**src/core/usart_tx_map.svh**
```systemverilog
// Purpose: Constants for the transmit framing and control block
// Assumes: Included by bare name
// Notes:   Definitions only
`ifndef USART_TX_MAP_SVH
`define USART_TX_MAP_SVH
// Char length field codes (5..8 bits)
`define CHAR_LEN_5BIT  2'h0
`define CHAR_LEN_6BIT  2'h1
`define CHAR_LEN_7BIT  2'h2
`define CHAR_LEN_8BIT  2'h3
// Parity kind codes
`define PAR_EVEN       3'h0
`define PAR_ODD        3'h1
`define PAR_SPACE      3'h2
`define PAR_MARK       3'h3
// Stop bit count codes
`define STOP_ONE       2'h0
`define STOP_ONE_HALF  2'h1
`define STOP_TWO       2'h2
// Half-bit ticks per bit
`define HALF_PER_BIT   4'h2
// Fifo depth
`define TX_FIFO_DEPTH  8
`endif

```
**src/core/usart_tx_pkg.sv**
```systemverilog
// Purpose: Types for the transmit framing and control block
// Assumes: None
// Notes:   Gray coded states along start-data-parity-stop-guard
package usart_tx_pkg;
  typedef enum logic [2:0] {
    ST_IDLE   = 3'h0,
    ST_START  = 3'h1,
    ST_DATA   = 3'h3,
    ST_PARITY = 3'h2,
    ST_STOP   = 3'h6,
    ST_GUARD  = 3'h7
  } txState_t;
endpackage

```
**src/core/usart_tx_fifo.sv**
```systemverilog
// Purpose: Holding buffer between software writes and the shifter
// Assumes: Single clock, synchronous reset
// Notes:   Flush empties it without touching contents
`timescale 1ns/100ps
`default_nettype none
module usart_tx_fifo #(
  parameter int WIDTH = 9,
  parameter int DEPTH = 8
) (
  // Clock and reset
  input  wire logic             mclk,
  input  wire logic             sys_rst,
  input  wire logic             flush,
  // Fill side
  input  wire logic             inValid,
  output logic                  inReady,
  input  wire logic [WIDTH-1:0] inData,
  // Drain side
  output logic                  outValid,
  input  wire logic             outReady,
  output logic      [WIDTH-1:0] outData
);
  localparam int AW = $clog2(DEPTH);
  logic [WIDTH-1:0] mem [DEPTH];
  logic [AW-1:0]    wrPtr_q;
  logic [AW-1:0]    rdPtr_q;
  logic [AW:0]      count_q;
  logic             doWr;
  logic             doRd;

  assign inReady  = (count_q != (AW+1)'(DEPTH));
  assign outValid = (count_q != '0);
  assign outData  = mem[rdPtr_q];
  assign doWr     = inValid && inReady;
  assign doRd     = outValid && outReady;

  always_ff @(posedge mclk) begin
    if (doWr) begin
      mem[wrPtr_q] <= inData;
    end
  end

  always_ff @(posedge mclk) begin
    if (sys_rst || flush) begin
      wrPtr_q <= '0;
      rdPtr_q <= '0;
      count_q <= '0;
    end else begin
      if (doWr) begin
        wrPtr_q <= (wrPtr_q == AW'(DEPTH-1)) ? '0 : wrPtr_q + 1'b1;
      end
      if (doRd) begin
        rdPtr_q <= (rdPtr_q == AW'(DEPTH-1)) ? '0 : rdPtr_q + 1'b1;
      end
      count_q <= count_q + (AW+1)'(doWr) - (AW+1)'(doRd);
    end
  end
endmodule
`default_nettype wire

```
**src/core/usart_enable_tx_framing.sv**
```systemverilog
// Purpose: Receiver/transmitter enable control and transmit framing
// Assumes: Serial clock given as a one-cycle tick on falling edges
// Notes:   Receiver framing lives outside; this holds its enable
`timescale 1ns/100ps
`default_nettype none
`include "usart_tx_map.svh"
module usart_enable_tx_framing
  import usart_tx_pkg::*;
#(
  parameter int DATA_W     = 9,
  parameter int FIFO_DEPTH = `TX_FIFO_DEPTH,
  parameter int GUARD_W    = 8
) (
  // Clock and reset
  input  wire logic              mclk,
  input  wire logic              sys_rst,
  // Command strobes, one-cycle pulses
  input  wire logic              cmdWrite,
  input  wire logic              receive_enable,
  input  wire logic              receive_disable,
  input  wire logic              receive_soft_reset,
  input  wire logic              transmit_enable,
  input  wire logic              transmit_disable,
  input  wire logic              transmit_soft_reset,
  // Mode configuration
  input  wire logic [1:0]        char_length_field,
  input  wire logic              nine_bit_select,
  input  wire logic [2:0]        check_bit_kind,
  input  wire logic              high_bit_first,
  input  wire logic [1:0]        stop_bit_count,
  input  wire logic              clocked_mode_select,
  input  wire logic [GUARD_W-1:0] guardTime,
  // Serial clock ticks
  input  wire logic              serialHalfTick,
  // Transmit holding write
  input  wire logic              holdValid,
  output logic                   holdReady,
  input  wire logic [DATA_W-1:0] holdData,
  // Receiver status from outside framer
  input  wire logic              rxCharBusy,
  // Status
  output logic                   rxEnabled,
  output logic                   txEnabled,
  output logic                   txEmpty,
  output logic                   txHoldReady,
  // Serial line
  output logic                   serial_out_pin
);
  ////////////////////////////////////////////////////////////////////////////
  logic              receive_enable_q;
  logic              rxStopPend_q;
  logic              transmit_enable_q;
  logic              txStopPend_q;
  txState_t          state_q;
  logic [DATA_W-1:0] shift_q;
  logic [3:0]        bitCnt_q;
  logic [3:0]        nBits_q;
  logic              parity_q;
  logic [2:0]        halfCnt_q;
  logic [GUARD_W-1:0] guardCnt_q;
  logic              txOut_q;
  logic              fifoValid;
  logic              fifoTake;
  logic [DATA_W-1:0] fifoData;
  logic [3:0]        dataLen;
  logic [2:0]        stopHalves;
  logic              bitEnd;
  logic              txBusy;

  function automatic logic [3:0] lenOf(input logic [1:0] lenCode, input logic nine);
    lenOf = nine ? 4'h9 : 4'h5 + {2'h0, lenCode};
  endfunction

  assign dataLen = lenOf(char_length_field, nine_bit_select);
  // Async mode is clocked_mode_select low
  assign stopHalves = (stop_bit_count == `STOP_TWO) ? 3'h4 :
                      ((stop_bit_count == `STOP_ONE_HALF) && !clocked_mode_select)
                      ? 3'h3 : 3'h2;
  assign bitEnd = serialHalfTick && (halfCnt_q == 3'h1);
  assign txBusy = (state_q != ST_IDLE);

  ////////////////////////////////////////////////////////////////////////////
  // Receiver enable
  always_ff @(posedge mclk) begin
    if (sys_rst) begin
      receive_enable_q       <= 1'b0;
      rxStopPend_q <= 1'b0;
    end else if (cmdWrite && receive_soft_reset) begin
      rxStopPend_q <= 1'b0;
    end else begin
      if (rxStopPend_q && !rxCharBusy) begin
        receive_enable_q       <= 1'b0;
        rxStopPend_q <= 1'b0;
      end
      // A fresh command wins over a pending stop
      if (cmdWrite && receive_disable) begin
        rxStopPend_q <= 1'b1;
      end else if (cmdWrite && receive_enable) begin
        receive_enable_q       <= 1'b1;
        rxStopPend_q <= 1'b0;
      end
    end
  end
  assign rxEnabled = receive_enable_q && !(rxStopPend_q && !rxCharBusy);

  ////////////////////////////////////////////////////////////////////////////
  // Transmitter enable
  always_ff @(posedge mclk) begin
    if (sys_rst) begin
      transmit_enable_q       <= 1'b0;
      txStopPend_q <= 1'b0;
    end else if (cmdWrite && transmit_soft_reset) begin
      txStopPend_q <= 1'b0;
    end else begin
      if (txStopPend_q && !txBusy && !fifoValid) begin
        transmit_enable_q       <= 1'b0;
        txStopPend_q <= 1'b0;
      end
      // A fresh command wins over a pending stop
      if (cmdWrite && transmit_disable) begin
        txStopPend_q <= 1'b1;
      end else if (cmdWrite && transmit_enable) begin
        transmit_enable_q       <= 1'b1;
        txStopPend_q <= 1'b0;
      end
    end
  end
  assign txEnabled = transmit_enable_q;

  ////////////////////////////////////////////////////////////////////////////
  // Holding buffer
  usart_tx_fifo #(
    .WIDTH (DATA_W),
    .DEPTH (FIFO_DEPTH)
  ) u_fifo (
    .mclk     (mclk),
    .sys_rst  (sys_rst),
    .flush    (cmdWrite && transmit_soft_reset),
    .inValid  (holdValid),
    .inReady  (holdReady),
    .inData   (holdData),
    .outValid (fifoValid),
    .outReady (fifoTake),
    .outData  (fifoData)
  );
  assign txHoldReady = holdReady;
  assign txEmpty     = !txBusy && !fifoValid;
  // Draining continues while a disable is pending
  assign fifoTake = transmit_enable_q && !txBusy && serialHalfTick;

  ////////////////////////////////////////////////////////////////////////////
  // Frame sequencer, same in sync and async modes except that 1.5 stop bits send one stop bit in sync mode
  always_ff @(posedge mclk) begin
    if (sys_rst || (cmdWrite && transmit_soft_reset)) begin
      state_q    <= ST_IDLE;
      shift_q    <= '0;
      bitCnt_q   <= 4'h0;
      nBits_q    <= 4'h0;
      parity_q   <= 1'b0;
      halfCnt_q  <= 3'h0;
      guardCnt_q <= '0;
      txOut_q    <= 1'b1;
    end else if (serialHalfTick) begin
      halfCnt_q <= (halfCnt_q == 3'h0) ? 3'h0 : halfCnt_q - 3'h1;
      unique case (state_q)
        ST_IDLE: begin
          if (fifoTake && fifoValid) begin
            shift_q   <= fifoData;
            nBits_q   <= dataLen;
            bitCnt_q  <= 4'h0;
            parity_q  <= 1'b0;
            txOut_q   <= 1'b0;
            halfCnt_q <= 3'(`HALF_PER_BIT);
            state_q   <= ST_START;
          end
        end
        ST_START: begin
          if (bitEnd) begin
            txOut_q   <= high_bit_first ? shift_q[nBits_q-4'h1] : shift_q[0];
            halfCnt_q <= 3'(`HALF_PER_BIT);
            state_q   <= ST_DATA;
          end
        end
        ST_DATA: begin
          if (bitEnd) begin
            parity_q  <= parity_q ^ txOut_q;
            halfCnt_q <= 3'(`HALF_PER_BIT);
            bitCnt_q  <= bitCnt_q + 4'h1;
            if (bitCnt_q + 4'h1 == nBits_q) begin
              if (check_bit_kind[2]) begin
                txOut_q   <= 1'b1;
                halfCnt_q <= stopHalves;
                state_q   <= ST_STOP;
              end else begin
                state_q <= ST_PARITY;
                unique case (check_bit_kind[1:0])
                  2'h0: txOut_q <= parity_q ^ txOut_q;
                  2'h1: txOut_q <= ~(parity_q ^ txOut_q);
                  2'h2: txOut_q <= 1'b0;
                  2'h3: txOut_q <= 1'b1;
                endcase
              end
            end else if (high_bit_first) begin
              txOut_q <= shift_q[nBits_q-4'h2-bitCnt_q];
            end else begin
              txOut_q <= shift_q[bitCnt_q+4'h1];
            end
          end
        end
        ST_PARITY: begin
          if (bitEnd) begin
            txOut_q   <= 1'b1;
            halfCnt_q <= stopHalves;
            state_q   <= ST_STOP;
          end
        end
        ST_STOP: begin
          if (serialHalfTick && halfCnt_q == 3'h1) begin
            guardCnt_q <= guardTime;
            state_q    <= (guardTime != '0) ? ST_GUARD : ST_IDLE;
          end
        end
        ST_GUARD: begin
          guardCnt_q <= guardCnt_q - 1'b1;
          if (guardCnt_q == {{(GUARD_W-1){1'b0}}, 1'b1}) begin
            state_q <= ST_IDLE;
          end
        end
        default: state_q <= ST_IDLE;
      endcase
    end
  end
  assign serial_out_pin = txOut_q;
endmodule
`default_nettype wire

```
**config.mk**
```make
export PLATFORM = sky130hd
export DESIGN_NAME = usart_enable_tx_framing
export DESIGN_NICKNAME = d
export VERILOG_FILES = /design/src/core/usart_tx_pkg.sv /design/src/core/usart_tx_fifo.sv /design/src/core/usart_enable_tx_framing.sv
export VERILOG_INCLUDE_DIRS = /design/src /design/src/core
export SDC_FILE = /design/constraint.sdc
export NUM_CORES = 1
export LEC_CHECK = 0
export BUFFER_PORTS_ARGS = -buffer_cell sky130_fd_sc_hd__buf_2
export CAP_MARGIN = 25
export CORE_ASPECT_RATIO = 1.25
export CORE_MARGIN = 5
export CORE_UTILIZATION = 54
export DETAILED_ROUTE_END_ITERATION = 7
export HOLD_SLACK_MARGIN = 0.05
export PLACE_DENSITY = 0.78
export SETUP_SLACK_MARGIN = 0.2
export SLEW_MARGIN = 20
export SYNTH_ARGS = -nofsm -noshare
export SYNTH_HDL_FRONTEND = slang
export SYNTH_HIERARCHICAL = 1
export SYNTH_SLANG_ARGS = --single-unit
export TNS_END_PERCENT = 30
```
**constraint.sdc**
```tcl
create_clock -name mclk -period 4.2 [get_ports mclk]
set_input_delay 1.26 -clock mclk [delete_from_list [all_inputs] [get_ports mclk]]
set_output_delay 1.26 -clock mclk [all_outputs]
set_load 0.05 [all_outputs]
```
# Word level (Yosys, flattened, before mapping)
# Memory sizes are Yosys's and may differ from the RTL's. A register that Yosys moved wholly into a read port is not among the register bits.
# Index checks and enable logic that the tools add are counted.
[totals] ff_bits=38 ram_bits=72 in_bits=39 n_memories=1
[op_classes] add_sub_neg=11 n_lt_le_gt_ge=3 n_eq_ne=23 mux=60 bitwise=2 n_reduce_logical=41
[mem_list] memory="u_fifo.mem" words=8 word_bits=9 read_ports=1 rd_ports_with_merged_regs=1 write_ports=1 line_no="usart_tx_fifo.sv:24" rtl="logic [WIDTH-1:0] mem [DEPTH];"
[op_table] cell="$mux W3" count=19
[op_table] cell="$mux W1" count=27
[op_table] cell="$pmux W3 S6" count=1
[op_table] cell="$logic_and A1 B1 Y1" count=17
[op_table] cell="$pmux W8 S2" count=1
[op_table] cell="$lt A4 B5 Y1 const B" count=3
[op_table] cell="$bmux W1 S4" count=3
[op_table] cell="$eq A3 B3 Y1 const B" count=4
[op_table] cell="$mux W4" count=3
[op_table] cell="$ne A2 B2 Y1 const B" count=6
[op_table] cell="$pmux W3 S4" count=1
[op_table] cell="$reduce_bool A3 Y1" count=3
[op_table] cell="$eq A8 B1 Y1 const B" count=1
[op_table] cell="$mux W8" count=1
[op_table] cell="$pmux W1 S4" count=2
[op_table] cell="$pmux W4 S2" count=1
[op_table] cell="$reduce_and A8 Y1" count=1
[op_table] cell="$reduce_bool A4 Y1" count=2
[op_table] cell="$reduce_bool A8 Y1" count=1
[op_table] cell="$sub A8 B1 Y8 const B" count=1
[op_table] cell="$add A3 B1 Y3 const B" count=2
[op_table] cell="$eq A2 B2 Y1 const B" count=3
[op_table] cell="$eq A3 B1 Y1 const B" count=2
[op_table] cell="$eq A3 B2 Y1 const B" count=2
[op_table] cell="24 further kinds" count=33

# Depth between registers and ports, before layout
[logic_depth] word_depth=8 ltp_mapped=12 mapped_depth_nobuf=12

# Hierarchy
# Netlist, hierarchy kept.
[modules_own_cells] mod="usart_tx_fifo" instances=1 cells_each=182 area_each_um2=3472.1 seq_area_each_um2=2422.3
[modules_own_cells] mod="usart_enable_tx_framing" instances=1 cells_each=321 area_each_um2=2483.6 seq_area_each_um2=740.7

# Worst setup path before layout
# OpenSTA, ideal clock, no wires.
[synth_path] path_kind="register -> output" from="reg u_fifo.count_q[2]" to="out txEmpty" arrival_time_ns=2.676 t_required_ns=2.940 slack_ns=0.264 path_stages_with_launch=6 n_path_buf=1 path_cell_list="dfxtp_1 > inv_1 > ha_1 > or3b_2 > clkbuf_1 > nor4_1"
[synth_via] elab_chain_len=3
[synth_rtl] element="start, declared" line_no="usart_tx_fifo.sv:27" rtl="logic [AW:0] count_q;"
[synth_rtl] element="start signal, assigned" line_no="usart_tx_fifo.sv:55" rtl="count_q <= count_q + (AW+1)'(doWr) - (AW+1)'(doRd);"
[synth_rtl] element="$reduce_bool A4 Y1" line_no="usart_tx_fifo.sv:32" rtl="assign outValid = (count_q != '0);"
[synth_rtl] element="named net fifoValid" line_no="usart_enable_tx_framing.sv:62" rtl="logic fifoValid;"
[synth_rtl] element="$logic_not A1 Y1" line_no="usart_enable_tx_framing.sv:147" rtl="assign txEmpty = !txBusy && !fifoValid;"
[synth_rtl] element="$logic_and A1 B1 Y1" line_no="usart_enable_tx_framing.sv:147"
[synth_rtl] element="end, declared" line_no="usart_enable_tx_framing.sv:44" rtl="output logic txEmpty,"
# The timed path passes the listed nets, and every way through them passes these cells.

# Worst setup path in the final report
# Same ends and word-level chain as after synthesis.

==> metrics.cfg <==
[clock_tree]
ctsResizeCount=0
cts_tree=yes
htree_levels=4
clk_latency_ns=0.41
clock_path_buffers=2
cts_setup_buffers=0
numCtsBuffers=17
clkSinkCount=122
cts_hold_buf=0
clock_tree.root_cell=clkbuf_16
path_clk_slew_ns=0.06

[placement]
place_area_mm2=0.00627
io_buffers=44
place.gp.congestion=0.883
dp_hpwl_um=8260
place_ws_ns=0.782

[yosys]
synth_edf_count=72
yosys_warnings=6
syn_nets=563
ys_seq_elements=122
synth_flop_cell=edfxtp_1
synthArstFlopShare=0
synth_cell_types=63
netlist_area_mm2=0.00596
synth_seq_area_share=0.531
synth.avg_cell_area_um2=11.8
synthCells=503

[critical_path]
r2r_start=nBits_q[1]
reg2reg_depth=12
cp_data_arrival_time_ns=2.21
critPathKind=reg2out
cp-start-kind=flip-flop
r2r-end=serial_out_pin
cp-end-kind=primary output
cp.required_ns=2.94
cp_max_fo=8
r2r_slack_ns=1.31

[finish]
antenna_cells=0
multi_input_area_mm2=0.00261
nFillCells=853
stdcell_area_mm2=0.00682
regArea_mm2=0.00316
finish.net_count=607
synthToLayoutAreaGrowth_pct=14.5
drive_gt1_frac=0.190

[hold_path]
hp-class=reg2reg
min_from=guardCnt_q[3]
holdPathEnd=guardCnt_q[3]
min_delay_path_depth=2

[drt]
drt_iter0_markers=251
drt-pass1-iter-count=5
viasPerCell=5.98
ant_nets=0
drc=0
wl_um=12400
avgRoutedWirePerCell_um=17.8
num_vias=4152

[global_route]
grt_pass1_wl_um=20300
overflow=0
grt_usage=0.193
antenna_found_initial=0
first_global_vias=4109
grt_max_degree=31

[sta]
fmax_mhz=288
fin_crit_ns=3.47
fin_skew_ns=0.00457
tns_ns=0
finalHoldWorstSlack_ns=0.493
setup_violations=0
relSlewSlack=0.306
rsz0062_at_grt=false
tightest_slew_ns=1.04
finalHoldViolations=0
fin_ws_ns=0.730
post-route-period-util=0.826
slew_violations=0

[die]
die_y_um=127
initial_core_util=0.543
row_count=43
ios=45
coreArea_mm2=0.0110
die_w_um=104
design.die.area_mm2=0.0132

[power]
power_leakage_nw=2.42
finalPower_mw=2.87
power_density_mw_per_mm2=421
vdd_drop_max_v=0.000501

[job]
drv_cap=0

[outcome]
status=complete, no violations

placed cells by master (no fill, tap or decap), drive strengths merged, types with 7 or more instances in the layout:
cell type,instances
buf,49
clkbuf,17
nor2,49
mux4,22
mux2i,9
nand2,47
o21ai,16
a21oi,45
mux2,10
edfxtp,72
ha,19
nor3,11
nand4,7
nand3,10
dfxtp,50
clkinv,7
inv,20
final cells by class:
class / instances / share of cell area
flip-flops and latches: 122 / 0.464
multi-input cells: 339 / 0.383
clock buffers: 17 / 0.0624
repair buffers: 49 / 0.0378
well taps: 135 / 0.0248
clock inverters: 14 / 0.0185
inverters: 18 / 0.00991
state kept, by name (all words and copies together), names as in the netlist, named ones only:
| name | flops |
|---|---|
| u_fifo/count_q | 4 |
| guardCnt_q | 8 |
| bitCnt_q | 4 |
| u_fifo/wrPtr_q | 3 |
| parity_q | 1 |
| u_fifo/rdPtr_q | 3 |
| rxStopPend_q | 1 |
| u_fifo/mem | 72 |
| shift_q | 9 |
| receive_enable_q | 1 |
| halfCnt_q | 3 |
| nBits_q | 4 |
| serial_out_pin | 1 |
| state_q | 3 |
| txStopPend_q | 1 |
| txEnabled | 1 |
cells in the mapped netlist, drive strengths merged (5+ instances only):
cell    number  share of area
inv         18          0.011
xnor2        6          0.010
mux4        22          0.095
mux2i        9          0.015
mux2        10          0.019
nand3b       5         0.0063
a21oi       45          0.038
o22ai        5         0.0053
nor2        49          0.031
nand2       47          0.030
dfxtp       50           0.17
buf          6         0.0088
nand4        7         0.0074
nand4b       5         0.0074
xor2         6          0.010
nand2b       5         0.0053
edfxtp      72           0.36
ha          19          0.040
clkbuf      18          0.011
nand3       10         0.0084
nor3        11         0.0092
o21ai       16          0.013
nor3b        6         0.0076
nor4         6         0.0088
cell families after synthesis:
family          count (synthesis)  synth area share
compound gates                 95            0.0981
xor+xnor                       12            0.0202
fa+ha+maj                      21            0.0466
buf+inv                        42            0.0315
flops                         122             0.531
mux                            41             0.129
simple gates                  170             0.144
power breakdown:
part | switching (mW) | total (mW) | internal [mW]
logic | 0.139 | 0.220 | 0.0814
clock network | 0.525 | 1.33 | 0.809
registers | 0.0178 | 1.32 | 1.30
critical path, cell delays in order (launching register included):
cell     delay, ns
dfxtp_1       0.29
inv_1         0.11
ha_1          0.15
or3b_2        0.54
nor4_1        0.36
buf_2         0.35
per-stage QoR:
step	cells	utilization
floorplan	503	-
global placement	663	0.571
detailed placement	663	0.571
CTS	694	0.621
global route	694	0.621
finish	694	0.621
worst max-delay path by stage:
stage / from / slack (ns) / endpoint
after floorplan: u_fifo/count_q[2] / 0.26 / txEmpty
after global placement: serialHalfTick / 0.89 / u_fifo/count_q[2]
after detailed placement: serialHalfTick / 0.78 / u_fifo/count_q[2]
after CTS: u_fifo/count_q[2] / 0.70 / txEmpty
after global routing: u_fifo/count_q[2] / 0.58 / txEmpty
final: u_fifo/count_q[2] / 0.73 / txEmpty
metal layers:
layer	global-route usage	wire length, µm
met4	0.0823	233
met5	0	0
met3	0.0465	642
met1	0.228	5030
met2	0.336	6490
Note: power is estimated with default switching activity, not from simulation.
